<file path="src/logic/fde_defines.svh">
`ifndef FDE_DEFINES_SVH
`define FDE_DEFINES_SVH

// Register byte addresses on the plain register port
`define FDE_ADDR_W           8
`define FDE_OFS_HARD_CAUSE   8'h00
`define FDE_OFS_MEM_CAUSE    8'h04
`define FDE_OFS_BUS_CAUSE    8'h08
`define FDE_OFS_USAGE_CAUSE  8'h0c
`define FDE_OFS_MEM_ADDR     8'h10
`define FDE_OFS_BUS_ADDR     8'h14
`define FDE_OFS_CONTROL      8'h18
`define FDE_OFS_PRIORITY     8'h1c
`define FDE_OFS_STATE        8'h20

// Priority width and fixed levels (lower value is more urgent)
`define FDE_PRIO_W           8
`define FDE_PRIO_IDLE        8'hff
`define FDE_PRIO_HARD        8'h00

// Hard fault cause bits
`define FDE_HF_VECTOR        1
`define FDE_HF_ESCALATED     30

// Bus fault cause bits
`define FDE_BF_PREFETCH      0
`define FDE_BF_EXACT         1
`define FDE_BF_DEFERRED      2
`define FDE_BF_POP           3
`define FDE_BF_PUSH          4
`define FDE_BF_ADDR_VALID    7

// Memory management cause bits
`define FDE_MM_NOEXEC        0
`define FDE_MM_DATA          1
`define FDE_MM_ADDR_VALID    7

// Usage fault cause bits
`define FDE_UF_UNDEF         0
`define FDE_UF_STATE         1
`define FDE_UF_RETURN        2
`define FDE_UF_COPROC        3
`define FDE_UF_UNALIGNED     8
`define FDE_UF_DIVZERO       9
`define FDE_UF_W             10

// Control register fields
`define FDE_CTL_MEM_EN       0
`define FDE_CTL_BUS_EN       1
`define FDE_CTL_USAGE_EN     2

// Priority register byte lanes
`define FDE_PR_MEM_LSB       0
`define FDE_PR_BUS_LSB       8
`define FDE_PR_USAGE_LSB     16
`define FDE_PR_MASK_LSB      24

`endif

</file>
<file path="src/logic/fde_pkg.sv">
package fde_pkg;

    // Which handler a fault goes to
    typedef enum logic [2:0] {
        FDE_KIND_NONE  = 3'b000,
        FDE_KIND_MEM   = 3'b001,
        FDE_KIND_BUS   = 3'b010,
        FDE_KIND_USAGE = 3'b011,
        FDE_KIND_HARD  = 3'b100
    } fde_kind_t;

    // Core run state
    typedef enum logic [0:0] {
        FDE_ST_RUN  = 1'b0,
        FDE_ST_LOCK = 1'b1
    } fde_state_t;

endpackage

</file>
<file path="src/logic/fde_fault_unit.sv">
`timescale 1ns/1ps
`include "fde_defines.svh"

module fde_fault_unit (
    // Clock and reset
    input  wire logic                     i_clock,
    input  wire logic                     i_rst,
    // Register port
    input  wire logic [`FDE_ADDR_W-1:0]   i_reg_addr,
    input  wire logic [31:0]              i_reg_wdata,
    input  wire logic                     i_reg_write,
    input  wire logic                     i_reg_read,
    output logic      [31:0]              o_reg_rdata,
    // Bus error reports from the core and system bus
    input  wire logic                     i_err_vector_read,
    input  wire logic                     i_err_prefetch,
    input  wire logic                     i_err_exact_data,
    input  wire logic                     i_err_deferred_data,
    input  wire logic                     i_err_push,
    input  wire logic                     i_err_pop,
    input  wire logic [31:0]              i_bus_err_addr,
    // Internal error reports from the core
    input  wire logic                     i_err_undefined,
    input  wire logic                     i_err_set_switch,
    input  wire logic                     i_err_bad_return,
    input  wire logic                     i_err_coproc,
    input  wire logic                     i_err_unaligned,
    input  wire logic                     i_err_divzero,
    // Access rights reports
    input  wire logic                     i_err_no_execute,
    input  wire logic                     i_err_mem_data,
    input  wire logic [31:0]              i_mem_err_addr,
    // Exception state from the priority logic
    input  wire logic [`FDE_PRIO_W-1:0]   i_active_prio,
    input  wire logic [2:0]               i_active_kind,
    input  wire logic                     i_in_nmi,
    input  wire logic                     i_fault_ack,
    // Fault request to the exception entry logic
    output logic                          o_fault_req,
    output logic      [2:0]               o_fault_kind,
    output logic      [`FDE_PRIO_W-1:0]   o_fault_prio,
    output logic                          o_fault_escalated,
    // Lockup
    output logic                          o_lockup
);

    // Decoded handler kinds
    localparam logic [2:0] KIND_MEM   = 3'(fde_pkg::FDE_KIND_MEM);
    localparam logic [2:0] KIND_BUS   = 3'(fde_pkg::FDE_KIND_BUS);
    localparam logic [2:0] KIND_USAGE = 3'(fde_pkg::FDE_KIND_USAGE);
    localparam logic [2:0] KIND_HARD  = 3'(fde_pkg::FDE_KIND_HARD);
    localparam logic [2:0] KIND_NONE  = 3'(fde_pkg::FDE_KIND_NONE);

    // Register storage
    logic [2:0]              ctrl_reg;
    logic [31:0]             prio_reg;
    logic [31:0]             mem_addr_reg;
    logic [31:0]             bus_addr_reg;
    logic [31:0]             rdata_reg;
    logic                    req_reg;
    logic [2:0]              kind_reg;
    logic [`FDE_PRIO_W-1:0]  pprio_reg;
    logic                    esc_reg;
    fde_pkg::fde_state_t     state_reg;
    fde_pkg::fde_state_t     state_next;

    // Flag banks
    logic [31:0]             hard_set;
    logic [31:0]             hard_clr;
    logic [31:0]             hard_flags;
    logic [7:0]              mem_set;
    logic [7:0]              mem_clr;
    logic [7:0]              mem_flags;
    logic [7:0]              bus_set;
    logic [7:0]              bus_clr;
    logic [7:0]              bus_flags;
    logic [`FDE_UF_W-1:0]    use_set;
    logic [`FDE_UF_W-1:0]    use_clr;
    logic [`FDE_UF_W-1:0]    use_flags;

    // Relation of a new fault to what is running
    function automatic logic must_escalate(
        input logic                    en,
        input logic [`FDE_PRIO_W-1:0]  prio,
        input logic [2:0]              kind,
        input logic [`FDE_PRIO_W-1:0]  act_prio,
        input logic [2:0]              act_kind
    );
        logic same_kind;
        logic not_higher;
        same_kind  = (kind == act_kind);
        not_higher = (prio >= act_prio);
        return !en || same_kind || not_higher;
    endfunction

    // Register write decode
    logic wr_hard;
    logic wr_mem;
    logic wr_bus;
    logic wr_use;
    logic wr_ctrl;
    logic wr_prio;
    assign wr_hard = i_reg_write && (i_reg_addr == `FDE_OFS_HARD_CAUSE);
    assign wr_mem  = i_reg_write && (i_reg_addr == `FDE_OFS_MEM_CAUSE);
    assign wr_bus  = i_reg_write && (i_reg_addr == `FDE_OFS_BUS_CAUSE);
    assign wr_use  = i_reg_write && (i_reg_addr == `FDE_OFS_USAGE_CAUSE);
    assign wr_ctrl = i_reg_write && (i_reg_addr == `FDE_OFS_CONTROL);
    assign wr_prio = i_reg_write && (i_reg_addr == `FDE_OFS_PRIORITY);

    // Programmed priorities and mask
    logic [`FDE_PRIO_W-1:0] mem_prio;
    logic [`FDE_PRIO_W-1:0] bus_prio;
    logic [`FDE_PRIO_W-1:0] use_prio;
    logic [`FDE_PRIO_W-1:0] mask_prio;
    assign mem_prio  = prio_reg[`FDE_PR_MEM_LSB +: `FDE_PRIO_W];
    assign bus_prio  = prio_reg[`FDE_PR_BUS_LSB +: `FDE_PRIO_W];
    assign use_prio  = prio_reg[`FDE_PR_USAGE_LSB +: `FDE_PRIO_W];
    assign mask_prio = prio_reg[`FDE_PR_MASK_LSB +: `FDE_PRIO_W];

    // Fault sources grouped by handler
    logic mem_hit;
    logic bus_hit;
    logic bus_hit_esc;
    logic use_hit;
    logic hard_direct;
    assign mem_hit     = i_err_no_execute || i_err_mem_data;
    assign bus_hit     = i_err_prefetch || i_err_exact_data || i_err_deferred_data
                         || i_err_push || i_err_pop;
    // Push error on entry to own handler runs the bus handler anyway
    assign bus_hit_esc = bus_hit && !(i_err_push && i_active_kind == KIND_BUS
                         && !(i_err_prefetch || i_err_exact_data || i_err_deferred_data
                         || i_err_pop));
    assign use_hit     = i_err_undefined || i_err_set_switch || i_err_bad_return
                         || i_err_coproc || i_err_unaligned || i_err_divzero;
    assign hard_direct = i_err_vector_read;

    // Escalation per handler
    logic mem_esc;
    logic bus_esc;
    logic use_esc;
    logic any_esc;
    logic in_hard;
    assign mem_esc = mem_hit && must_escalate(ctrl_reg[`FDE_CTL_MEM_EN], mem_prio, KIND_MEM,
                                              i_active_prio, i_active_kind);
    assign bus_esc = bus_hit_esc && must_escalate(ctrl_reg[`FDE_CTL_BUS_EN], bus_prio, KIND_BUS,
                                                  i_active_prio, i_active_kind);
    assign use_esc = use_hit && must_escalate(ctrl_reg[`FDE_CTL_USAGE_EN], use_prio, KIND_USAGE,
                                              i_active_prio, i_active_kind);
    assign any_esc = mem_esc || bus_esc || use_esc;
    assign in_hard = (i_active_kind == KIND_HARD);

    // Winning handler: hard first, then most urgent configurable one
    logic                   go_hard;
    logic [2:0]             win_kind;
    logic [`FDE_PRIO_W-1:0] win_prio;
    logic                   new_fault;
    assign go_hard   = hard_direct || any_esc;
    assign new_fault = go_hard || mem_hit || bus_hit || use_hit;
    always_comb begin
        win_kind = KIND_NONE;
        win_prio = `FDE_PRIO_IDLE;
        if (go_hard) begin
            win_kind = KIND_HARD;
            win_prio = `FDE_PRIO_HARD;
        end else begin
            if (use_hit) begin
                win_kind = KIND_USAGE;
                win_prio = use_prio;
            end
            if (bus_hit && bus_prio <= win_prio) begin
                win_kind = KIND_BUS;
                win_prio = bus_prio;
            end
            if (mem_hit && mem_prio <= win_prio) begin
                win_kind = KIND_MEM;
                win_prio = mem_prio;
            end
        end
    end

    // Lockup entry: hard fault while the hard handler runs or NMI runs
    logic lock_hit;
    assign lock_hit = go_hard && (in_hard || i_in_nmi);

    always_comb begin
        state_next = state_reg;
        unique case (state_reg)
            fde_pkg::FDE_ST_RUN: begin
                if (lock_hit) begin
                    state_next = fde_pkg::FDE_ST_LOCK;
                end
            end
            fde_pkg::FDE_ST_LOCK: begin
                state_next = fde_pkg::FDE_ST_LOCK;
            end
        endcase
    end

    // Cause flag sets, one per cause
    always_comb begin
        hard_set = '0;
        hard_set[`FDE_HF_VECTOR]    = i_err_vector_read;
        hard_set[`FDE_HF_ESCALATED] = any_esc;
        mem_set = '0;
        mem_set[`FDE_MM_NOEXEC]     = i_err_no_execute;
        mem_set[`FDE_MM_DATA]       = i_err_mem_data;
        mem_set[`FDE_MM_ADDR_VALID] = mem_hit;
        bus_set = '0;
        bus_set[`FDE_BF_PREFETCH]   = i_err_prefetch;
        bus_set[`FDE_BF_EXACT]      = i_err_exact_data;
        bus_set[`FDE_BF_DEFERRED]   = i_err_deferred_data;
        bus_set[`FDE_BF_POP]        = i_err_pop;
        bus_set[`FDE_BF_PUSH]       = i_err_push;
        bus_set[`FDE_BF_ADDR_VALID] = i_err_exact_data;
        use_set = '0;
        use_set[`FDE_UF_UNDEF]      = i_err_undefined;
        use_set[`FDE_UF_STATE]      = i_err_set_switch;
        use_set[`FDE_UF_RETURN]     = i_err_bad_return;
        use_set[`FDE_UF_COPROC]     = i_err_coproc;
        use_set[`FDE_UF_UNALIGNED]  = i_err_unaligned;
        use_set[`FDE_UF_DIVZERO]    = i_err_divzero;
    end

    // Write one to clear
    assign hard_clr = wr_hard ? i_reg_wdata : '0;
    assign mem_clr  = wr_mem ? i_reg_wdata[7:0] : '0;
    assign bus_clr  = wr_bus ? i_reg_wdata[7:0] : '0;
    assign use_clr  = wr_use ? i_reg_wdata[`FDE_UF_W-1:0] : '0;

    // Sticky banks, one instance per status register
    fde_sticky_flags #(.WIDTH(32)) u_hard (
        .i_clock (i_clock),
        .i_rst   (i_rst),
        .i_set   (hard_set),
        .i_clear (hard_clr),
        .o_flags (hard_flags)
    );
    fde_sticky_flags #(.WIDTH(8)) u_mem (
        .i_clock (i_clock),
        .i_rst   (i_rst),
        .i_set   (mem_set),
        .i_clear (mem_clr),
        .o_flags (mem_flags)
    );
    fde_sticky_flags #(.WIDTH(8)) u_bus (
        .i_clock (i_clock),
        .i_rst   (i_rst),
        .i_set   (bus_set),
        .i_clear (bus_clr),
        .o_flags (bus_flags)
    );
    fde_sticky_flags #(.WIDTH(`FDE_UF_W)) u_use (
        .i_clock (i_clock),
        .i_rst   (i_rst),
        .i_set   (use_set),
        .i_clear (use_clr),
        .o_flags (use_flags)
    );

    // Pending request may be taken: above mask unless hard, strictly above the running level
    logic                   take_ok;
    logic [`FDE_PRIO_W-1:0] pend_prio_eff;
    assign pend_prio_eff = pprio_reg;
    assign take_ok = req_reg && (state_reg == fde_pkg::FDE_ST_RUN)
                     && (pend_prio_eff < mask_prio || kind_reg == KIND_HARD)
                     && (pend_prio_eff < i_active_prio)
                     && !i_in_nmi
                     && !(in_hard && kind_reg == KIND_HARD);

    // Configuration and control registers
    always_ff @(posedge i_clock) begin
        if (i_rst) begin
            ctrl_reg <= '0;
            prio_reg <= '0;
        end else begin
            if (wr_ctrl) begin
                ctrl_reg <= i_reg_wdata[2:0];
            end
            if (wr_prio) begin
                prio_reg <= i_reg_wdata;
            end
        end
    end

    // Fault address capture; first fault wins until its valid flag is cleared
    always_ff @(posedge i_clock) begin
        if (i_rst) begin
            mem_addr_reg <= '0;
            bus_addr_reg <= '0;
        end else begin
            // A clear of the valid flag in the same cycle must not leave a stale address behind it
            if (mem_hit && (!mem_flags[`FDE_MM_ADDR_VALID] || mem_clr[`FDE_MM_ADDR_VALID])) begin
                mem_addr_reg <= i_mem_err_addr;
            end
            if (i_err_exact_data && (!bus_flags[`FDE_BF_ADDR_VALID] || bus_clr[`FDE_BF_ADDR_VALID])) begin
                bus_addr_reg <= i_bus_err_addr;
            end
        end
    end

    // Pending fault request; a hard fault overrides a weaker pending one
    always_ff @(posedge i_clock) begin
        if (i_rst) begin
            req_reg   <= 1'b0;
            kind_reg  <= KIND_NONE;
            pprio_reg <= `FDE_PRIO_IDLE;
            esc_reg   <= 1'b0;
        end else if (state_next == fde_pkg::FDE_ST_LOCK) begin
            req_reg   <= 1'b0;
        end else if (new_fault && (!req_reg || win_prio < pprio_reg)) begin
            req_reg   <= 1'b1;
            kind_reg  <= win_kind;
            pprio_reg <= win_prio;
            esc_reg   <= any_esc;
        end else if (i_fault_ack && take_ok) begin
            req_reg   <= 1'b0;
            esc_reg   <= 1'b0;
        end
    end

    // Run state
    always_ff @(posedge i_clock) begin
        if (i_rst) begin
            state_reg <= fde_pkg::FDE_ST_RUN;
        end else begin
            state_reg <= state_next;
        end
    end

    // Read mux
    logic [31:0] rd_mux;
    always_comb begin
        unique case (i_reg_addr)
            `FDE_OFS_HARD_CAUSE:  rd_mux = hard_flags;
            `FDE_OFS_MEM_CAUSE:   rd_mux = {24'h000000, mem_flags};
            `FDE_OFS_BUS_CAUSE:   rd_mux = {24'h000000, bus_flags};
            `FDE_OFS_USAGE_CAUSE: rd_mux = {22'h0, use_flags};
            `FDE_OFS_MEM_ADDR:    rd_mux = mem_addr_reg;
            `FDE_OFS_BUS_ADDR:    rd_mux = bus_addr_reg;
            `FDE_OFS_CONTROL:     rd_mux = {29'h0, ctrl_reg};
            `FDE_OFS_PRIORITY:    rd_mux = prio_reg;
            `FDE_OFS_STATE:       rd_mux = {31'h0, state_reg == fde_pkg::FDE_ST_LOCK};
            default:              rd_mux = 32'h00000000;
        endcase
    end

    // Read data one cycle after the strobe, zero otherwise
    always_ff @(posedge i_clock) begin
        if (i_rst) begin
            rdata_reg <= '0;
        end else begin
            rdata_reg <= i_reg_read ? rd_mux : 32'h00000000;
        end
    end

    // Outputs
    assign o_reg_rdata       = rdata_reg;
    assign o_fault_req       = take_ok;
    assign o_fault_kind      = kind_reg;
    assign o_fault_prio      = pprio_reg;
    assign o_fault_escalated = esc_reg;
    assign o_lockup          = (state_reg == fde_pkg::FDE_ST_LOCK);

endmodule

</file>
<file path="src/logic/fde_sticky_flags.sv">
`timescale 1ns/1ps

// Bank of sticky cause flags; set beats a write-one-to-clear in the same cycle
module fde_sticky_flags #(
    parameter int WIDTH = 8
) (
    // Clock and reset
    input  wire logic             i_clock,
    input  wire logic             i_rst,
    // Set and clear
    input  wire logic [WIDTH-1:0] i_set,
    input  wire logic [WIDTH-1:0] i_clear,
    // Flags
    output logic      [WIDTH-1:0] o_flags
);

    logic [WIDTH-1:0] flags_reg;
    logic [WIDTH-1:0] flags_next;

    // Set wins so no event is lost
    assign flags_next = (flags_reg & ~i_clear) | i_set;
    assign o_flags    = flags_reg;

    // Flag storage
    always_ff @(posedge i_clock) begin
        if (i_rst) begin
            flags_reg <= '0;
        end else begin
            flags_reg <= flags_next;
        end
    end

endmodule

</file>
<file path="config.mk">
export PLATFORM = sky130hd
export DESIGN_NAME = fde_fault_unit
export DESIGN_NICKNAME = d
export VERILOG_FILES = /design/src/logic/fde_pkg.sv /design/src/logic/fde_fault_unit.sv /design/src/logic/fde_sticky_flags.sv
export VERILOG_INCLUDE_DIRS = /design/src /design/src/logic
export SDC_FILE = /design/constraint.sdc
export NUM_CORES = 1
export LEC_CHECK = 0
export CAP_MARGIN = 20
export CORE_MARGIN = 10
export CORE_UTILIZATION = 55
export CTS_BUF_LIST = sky130_fd_sc_hd__clkbuf_2 sky130_fd_sc_hd__clkbuf_4 sky130_fd_sc_hd__clkbuf_8
export DETAILED_ROUTE_END_ITERATION = 8
export DONT_BUFFER_PORTS = 1
export PLACE_DENSITY = 0.79
export SLEW_MARGIN = 20
export SYNTH_ARGS = -nofsm -noshare
export SYNTH_HDL_FRONTEND = slang
export SYNTH_SLANG_ARGS = --single-unit
</file>
<file path="constraint.sdc">
create_clock -name i_clock -period 14.6 [get_ports i_clock]
set_clock_uncertainty 0.1 [all_clocks]
set_input_delay 1.46 -clock i_clock [delete_from_list [all_inputs] [get_ports i_clock]]
set_output_delay 1.46 -clock i_clock [all_outputs]
set_load 0.005 [all_outputs]
</file>
; Word level (Yosys, flattened, before mapping)
; Cells that the tools add are included.
[classes]
n_lt_le_gt_ge = 8
n_eq_ne = 14
mux = 20
bitwise_logic = 15
n_reduce_logical = 69
[op_table]
columns = op, n
row1 = $pmux 32 s9, 1
row2 = $mux 8, 8
row3 = $and 32x32->32, 1
row4 = $eq 8x5->1 const B, 4
row5 = $mux 32, 1
row6 = $not 32->32, 1
row7 = $or 32x31->32, 1
row8 = $logic_or 1x1->1, 28
row9 = $logic_and 1x1->1, 25
row10 = $ge 8x8->1, 3
row11 = $lt 8x8->1, 3
row12 = $and 8x8->8, 2
row13 = $eq 8x4->1 const B, 2
row14 = $le 8x8->1, 2
row15 = $not 8->8, 2
row16 = $or 8x8->8, 2
row17 = $and 10x10->10, 1
row18 = $logic_not 1->1, 10
row19 = $mux 10, 1
row20 = $not 10->10, 1
row21 = $or 10x10->10, 1
row22 = $mux 3, 3
row23 = $eq 8x3->1 const B, 1
row24 = $eq 8x6->1 const B, 1
row25 = other kinds (12), 21
[word_totals]
ff_bits = 203
out_inout_bits = 46
elab_cells = 140

; Depth between registers and ports, before layout
; Gate-level depths: netlist of the first run.
[depth]
depth_word = 25
ltp_mapped = 31
depth_no_buf = 25

; Modules after synthesis
; A second synthesis of the first run with hierarchy kept.
[unflattened]
cells_unflattened = 1300
hier_area_um2 = 10699.0
[by_module_without_submodules]
columns = module, n_inst, cells_each, area_per_inst_um2, seq_area_each_um2
row1 = fde_fault_unit, 1, 1062, 8306.7, 2902.8
row2 = fde_sticky_flags at u_hard, 1, 131, 1154.9, 640.6
row3 = fde_sticky_flags at u_bus ..., 2, 33, 381.6, 160.2
row4 = fde_sticky_flags at u_use, 1, 41, 474.2, 200.2

; Least setup slack after synthesis of the first run
; OpenSTA, ideal clock, no wires.
[synth_path]
path_kind = input to register
from = in i_err_divzero
to = reg pprio_reg[0] (netlist: o_fault_prio[0])
setup_ns = 0.122
arrival_time_ns = 7.478
t_required_ns = 14.378
setup_slack_ns = 6.900
cell_stages = 28
cell_sequence = nor2_1 -> and3_1 -> clkbuf_1 -> nor2_1 -> ha_1 -> a211oi_2 -> nor2_1 -> o31a_1 -> buf_2 -> a21o_1 -> buf_6 -> clkbuf_1 -> a21o_1 -> ha_1 -> a211oi_1 -> nor2_1 -> o41ai_2 -> clkbuf_1 -> a211oi_1 -> o21a_1 -> ha_1 -> a211oi_1 -> nor2_1 -> o21a_1 -> nor4_2 -> o21ai_0 -> o31a_1 -> a221o_1
[synth_between]
elab_chain_cells = 15
elab_cells_between_ends = 25
classes_between = order compare: 3 / mux: 8 / bitwise: 1 / reduce/logical: 13
[synth_rtl]
columns = item, line_no
row1 = start: declaration, fde_fault_unit.sv:28  ; input wire logic i_err_divzero,
row2 = $logic_or 1x1->1 *, fde_fault_unit.sv:134  ; || i_err_coproc || i_err_unaligned || i_err_divzero;
row3 = $mux 8, fde_fault_unit.sv:166  ; if (use_hit) begin
row4 = $mux 8, fde_fault_unit.sv:162  ; if (go_hard) begin
row5 = $le 8x8->1, fde_fault_unit.sv:170  ; if (bus_hit && bus_prio <= win_prio) begin
row6 = $logic_and 1x1->1, fde_fault_unit.sv:170
row7 = $mux 8, fde_fault_unit.sv:170
row8 = $mux 8, fde_fault_unit.sv:162
row9 = $le 8x8->1, fde_fault_unit.sv:174  ; if (mem_hit && mem_prio <= win_prio) begin
row10 = $logic_and 1x1->1, fde_fault_unit.sv:174
row11 = $mux 8, fde_fault_unit.sv:174
row12 = $mux 8 *, fde_fault_unit.sv:162
row13 = named net win_prio[5], fde_fault_unit.sv:155  ; logic [`FDE_PRIO_W-1:0] win_prio;
row14 = $lt 8x8->1 *, fde_fault_unit.sv:310  ; end else if (new_fault && (!req_reg || win_prio < pprio_reg)) begin
row15 = $logic_or 1x1->1 *, fde_fault_unit.sv:310
row16 = $logic_and 1x1->1 *, fde_fault_unit.sv:310
row17 = $reduce_and 2->1 (no line) *, n/a
row18 = end signal: assignment, fde_fault_unit.sv:306  ; pprio_reg <= `FDE_PRIO_IDLE;
row19 = end signal: assignment, fde_fault_unit.sv:313  ; pprio_reg <= win_prio;
row20 = end: declaration, fde_fault_unit.sv:62  ; logic [`FDE_PRIO_W-1:0] pprio_reg;
; The timed path passes the listed nets; every way through them passes the cells marked *. The select of a mux whose other input is x is not followed.
; A chain may end at the register's enable or synchronous reset.

; Worst setup path in the final report of the first run
; Same ends and word-level chain as after synthesis.

==> flow_summary.ini, run 1 <==
[clocking]
htreeDepth = 2
cts.sink_count = 203
cts_tree = built
clk_pin_slew_worst_paths_ns = 0.05
clock-root-buffer = clkbuf_8
clockBufferDepth = 3
insertion_delay_ns = 0.52
hold_buffers = 0
cts-resized-gates = 0
post_cts_buffers = 0
cts_made_buffers = 34

[logic_synthesis]
yosysTopAreaCellShare_pct = 43.1
synth-async-reset-ratio_pct = 0
ys_types = 66
synth-edff-count = 0
syn_inst = 1145
synth_top_area_cell = dfxtp_1
synth_seq_cells = 203
synth_area_sq_um = 9430
syn-num-nets = 1341
synth_seq_area_share_pct = 43.1
ys.warnings.count = 0
netlist_top_cells_area = dfxtp_1, a21oi_1, nand2_1
synth_ff_type = dfxtp_1
synthTopCellsByCount = nand2_1, a21oi_1, dfxtp_1
yosysMostFrequentCell = nand2_1
syn_avg_cell_area_sq_um = 8.24

[power_and_ir_drop]
p_leak_nw = 3.69
power_density_nw_per_um2 = 114
power_frac_comb_pct = 7.7
ir_drop_uv = 96.8
clkPwrFrac_pct = 41.9
p_int_w = 0.000865
power_frac_seq_pct = 50.4
p_sw_share_pct = 25.5
p_switching_w = 0.000296

[final_layout]
final_nets = 1319
n_fill_cell = 1518
area.growth.synth_to_final_pct = 8.05
drive_above_1_share_pct = 8.07
antenna_cells = 0
stdcell_area_sq_um = 10200

[route]
wl_met1_mm = 12.6
drt_pre_antenna_iters = 6
wire_per_inst_microns = 22.2
top_layer_used = met4
wl_mm = 30.2
via_per_inst = 6.27
met3_length_mm = 3.03
wl_met2_mm = 14.0
num_vias = 8531
ant_nets = 0
drc_errors = 0
first_iter_violations = 945

[sta]
min_period_ns = 7.70
finalSetupViolations = 0
hold_viol = 0
tightestPinTransition_ns = 0.935
finalMaxSlewViolations = 0
setup_tns_ns = 0
max_freq_mhz = 130
rsz0062_at_grt = false
fin_crit_sh_pct = 52.7
slew_headroom_pct = 37.4

[status]
outcome = completed

[floorplan]
fp.dieH_microns = 151
initial_core_util_pct = 56.5
io_pins = 181
core_area_sq_um = 16700
die_w_microns = 151
rows = 47
die_area_sq_um = 22800

[grt]
grt_max_degree = 131
antenna_found_initial = 0
grt.total_usage_pct = 25.7
grt_pass1_wl_mm = 46.3
grt_pass1_vias = 8219
grt_remaining_overflow = 0

[hold_path]
min_path_type = reg2reg
holdCritStartpoint = u_hard.o_flags[2]$_SDFF_PP0_
hold_depth = 2

[setup_path]
worstSetupPathType = in2reg
crit_start = i_err_divzero
critPathMostFrequentCell = nor2_1
timing.rr.start = prio_reg[21]$_SDFFE_PP0P_
crit_path_end_kind = flop
crit_slowest_cell = nor4_2
reg2reg_depth = 23
cp_data_required_time_ns = 14.90
critPathMaxFanout = 18
critical-path-max-stage-delay_ns = 0.72
start_kind = input pin
rrSetupSlack_ns = 8.06
arrival_ns = 8.00

[place]
place_area_sq_um = 9560
place.gp.congestion = 0.947
numPortBuffers = 0
hpwl_mm = 21.6

[job]
drv_cap = 0
==> worst max-delay path, delay by kind of cell <==
kind | cells | cell delay (ns)
and+or+nand+nor | 8 | 2.18
buffers and inverters | 1 | 0.26
AOI/OAI and AO/OA | 13 | 3.16
adders and majority gates | 3 | 0.91
==> per-layer routing <==
layer	global-route usage, %	vias to the layer above
met5	0	-
met4	8.08	0
met3	6.83	55
met2	40.5	425
met1	33.7	4002
li1	-	4049
==> worst paths after layout <==
kind | endpoint
worst min-delay path | u_hard.o_flags[2]$_SDFF_PP0_
worst min register to register | u_hard.o_flags[2]$_SDFF_PP0_
worst max register to register | o_fault_prio[0]$_SDFFE_PP1P_
worst max-delay path | o_fault_prio[0]$_SDFFE_PP1P_
==> stage by stage <==
stage / instances / hold WS (ns) / setup slack, ns / util [%] / total power (W)
6_report: 1360 / 0.330 / 6.90 / 61.0 / 0.00116
5_1_grt: 1360 / 0.341 / 6.41 / 61.0 / 0.00120
4_1_cts: 1360 / 0.331 / 6.99 / 61.0 / 0.00117
3_5_place_dp: 1307 / 0.321 / 6.45 / 57.2 / 0.000684
3_3_place_gp: 1307 / 0.317 / 6.62 / 57.2 / 0.000681
2_1_floorplan: 1145 / 0.311 / 6.90 / - / 0.000663
==> cell type report <==
class,count,area [sq um],area share [%]
flip-flops and latches,203,4060,39.9
inverters,35,131,1.29
repair buffers,11,82.6,0.810
clock inverters,8,48.8,0.479
well taps,220,275,2.70
clock buffers,45,588,5.77
multi-input cells,838,5000,49.1
==> cells in the final DEF, fill, tap and decap left out, drive strengths merged, types with 7 or more instances in the layout <==
| master | Yosys | final |
|---|---|---|
| and2 | 9 | 9 |
| a31oi | 8 | 8 |
| a21oi | 205 | 205 |
| a222oi | 7 | 7 |
| a221o | 8 | 8 |
| a21o | 11 | 11 |
| dfxtp | 203 | 203 |
| nor3 | 9 | 9 |
| nand3 | 8 | 8 |
| ha | 61 | 61 |
| o21a | 11 | 11 |
| nand4 | 9 | 9 |
| buf | 10 | 11 |
| inv | 35 | 36 |
| nand2 | 271 | 271 |
| a211oi | 21 | 21 |
| a22oi | 67 | 67 |
| clkbuf | 58 | 45 |
| nor2 | 44 | 44 |
| nor2b | 9 | 9 |
| o21ai | 17 | 17 |
==> cell families after synthesis <==
family / Yosys count / share of synthesized area (%)
mux: 3 / 0.332
flops: 203 / 43.1
buf+inv: 104 / 4.44
simple gates: 390 / 17.9
fa+ha+maj: 61 / 8.09
compound gates: 384 / 26.2
==> power by group through the flow <==
stage / clock network, W / logic [W] / registers [W]
after floorplan: 0 / 0.0000718 / 0.000591
after global placement: 0 / 0.0000850 / 0.000596
after detailed placement: 0 / 0.0000875 / 0.000597
after CTS: 0.000493 / 0.0000879 / 0.000585
after global routing: 0.000514 / 0.0000995 / 0.000587
final: 0.000487 / 0.0000889 / 0.000585
No activity file was read; power rests on OpenSTA's default activity.
==> run 2, diff against run 1 <==
==> constraint.sdc (replaced) <==
create_clock -name i_clock -period 7.1 [get_ports i_clock]
set_clock_uncertainty 0.1 [all_clocks]
set_input_delay 0.71 -clock i_clock [delete_from_list [all_inputs] [get_ports i_clock]]
set_output_delay 0.71 -clock i_clock [all_outputs]
set_load 0.005 [all_outputs]
==> flow_summary.ini, run 2 (synthesis results as in run 1) <==
[clocking]
cts_tree = built
clockBufferDepth = 3
insertion_delay_ns = 0.53
cts-resized-gates = 0
post_cts_buffers = 0
hold_buffers = 0
clk_pin_slew_worst_paths_ns = 0.06
cts_made_buffers = 35
cts.sink_count = 203
htreeDepth = 2
clock-root-buffer = clkbuf_8

[place]
dp.cells = 1311
hpwl_mm = 21.7
numPortBuffers = 0
place_area_sq_um = 9580
place.gp.congestion = 0.942

[grt]
grt_pass1_vias = 8407
grt_pass1_wl_mm = 46.2
grt.total_usage_pct = 25.7
grt_max_degree = 131
antenna_found_initial = 0
grt_remaining_overflow = 0

[power_and_ir_drop]
p_leak_nw = 3.79
power_density_nw_per_um2 = 249
ir_drop_uv = 154

[setup_path]
critPathMaxFanout = 18
timing.rr.start = prio_reg[21]$_SDFFE_PP0P_
r2r-end = o_fault_prio[6]$_SDFFE_PP1P_
rrSetupSlack_ns = 1.06
worstSetupPathType = in2reg
crit_path_end_kind = flop
reg2reg_depth = 23
cp_data_required_time_ns = 7.41
arrival_ns = 6.77
start_kind = input pin

[sta]
finalMaxSlewViolations = 0
max_freq_mhz = 155
fin_crit_sh_pct = 91.1
setup_tns_ns = 0
hold_viol = 0
rsz0062_at_grt = false
tightestPinTransition_ns = 0.950
min_period_ns = 6.47
finalSetupViolations = 0
slew_headroom_pct = 36.5

[hold_path]
hold_depth = 1
min_path_type = in2reg
holdCritStartpoint = i_reg_wdata[4]
hold_end = u_use.o_flags[4]$_SDFF_PP0_

[final_layout]
final_cell_mix = nand2_1, a21oi_1, dfxtp_1, a22oi_1, ha_1
area.growth.synth_to_final_pct = 10.0
final_common_cell = nand2_1
multi_input_area_sq_um = 5000
n_fill_cell = 1477
final_cell_count_no_fill = 1372
final_nets = 1324
seqCellArea_sq_um = 4060
antenna_cells = 0
drive_above_1_share_pct = 9.11
stdcell_area_sq_um = 10400

[route]
first_iter_violations = 842
num_vias = 8636
drc_errors = 0
wl_mm = 30.2
via_per_inst = 6.29
ant_nets = 0
drt_pre_antenna_iters = 6
wire_per_inst_microns = 22.0

[floorplan]
die_w_microns = 151
die_area_sq_um = 22800
fp.dieH_microns = 151
core_area_sq_um = 16700
io_pins = 181
initial_core_util_pct = 56.5
rows = 47

[job]
drv_cap = 0

[status]
outcome = completed
-- run 2: cell types whose count changed in the layout (fill, tap and decap cells not counted) --
cell	before	now
nand2_2	0	1
bufinv_16	0	3
nand2_1	271	270
nor2_2	2	3
clkbuf_4	5	8
clkinv_8	0	1
clkinvlp_4	2	1
clkbuf_8	40	43
buf_4	11	15
nor2_4	3	2
clkinv_2	5	4
-- run 2: worst max path at each step --
| stage | end | start | depth (start not counted) |
|---|---|---|---|
| floorplan | o_fault_prio[0]$_SDFFE_PP1P_ | i_err_divzero | 28 |
| global placement | o_fault_prio[6]$_SDFFE_PP1P_ | i_err_set_switch | 24 |
| detailed placement | o_fault_prio[3]$_SDFFE_PP1P_ | i_err_set_switch | 24 |
| CTS | o_fault_prio[6]$_SDFFE_PP1P_ | i_err_set_switch | 24 |
| global route | o_fault_prio[6]$_SDFFE_PP1P_ | i_err_coproc | 24 |
| finish | o_fault_prio[6]$_SDFFE_PP1P_ | i_err_set_switch | 25 |
-- run 2: where the power goes --
group	switching [W]	total (W)	leakage, nW	internal [W]
Clock	0.000490	0.00119	0.416	0.000704
Combinational	0.000115	0.000185	1.72	0.0000697
Sequential	0.0000287	0.00120	1.65	0.00117
Total	0.000634	0.00258	3.79	0.00195
-- run 2: final cells by class --
| class | count | area share, % |
|---|---|---|
| Clock inverter | 10 | 1.37 |
| Inverter | 35 | 1.27 |
| Timing Repair Buffer | 15 | 1.09 |
| Multi-Input combinational cell | 838 | 48.2 |
| Tap cell | 220 | 2.65 |
| Clock buffer | 51 | 6.28 |
| Sequential cell | 203 | 39.2 |
-- run 2: critical path: stages --
cell,delay (ns)
nor2_1,0.15
and3_1,0.49
nor2_1,0.16
ha_1,0.34
and4_1,0.23
nand4_1,0.09
o31a_1,0.32
a21o_1,0.58
a21o_1,0.19
ha_1,0.22
nor2b_1,0.13
o211ai_1,0.18
a21oi_1,0.13
o41ai_2,0.21
buf_4,0.26
a211oi_1,0.08
o21a_1,0.23
ha_1,0.30
nor2b_1,0.14
o211ai_1,0.17
a21oi_1,0.12
nor3_1,0.30
o211ai_1,0.16
or3_1,0.49
a221o_1,0.38
-- run 2: layer usage --
layer / GRT usage, % / share of wire (%)
met1: 33.0 / 40
met2: 39.2 / 46
met3: 7.88 / 11
met4: 10.9 / 3.5
met5: 0 / 0
-- run 2: stage by stage --
stage	power, W	setup slack (ns)	utilization, %	hold WS, ns
6_report	0.00258	0.631	62.1	0.155
3_5_place_dp	0.00141	0.184	57.4	0.321
5_1_grt	0.00266	0.262	62.1	0.139
4_1_cts	0.00259	0.730	62.1	0.140
3_3_place_gp	0.00140	0.269	57.4	0.318
2_1_floorplan	0.00136	0.150	-	0.311
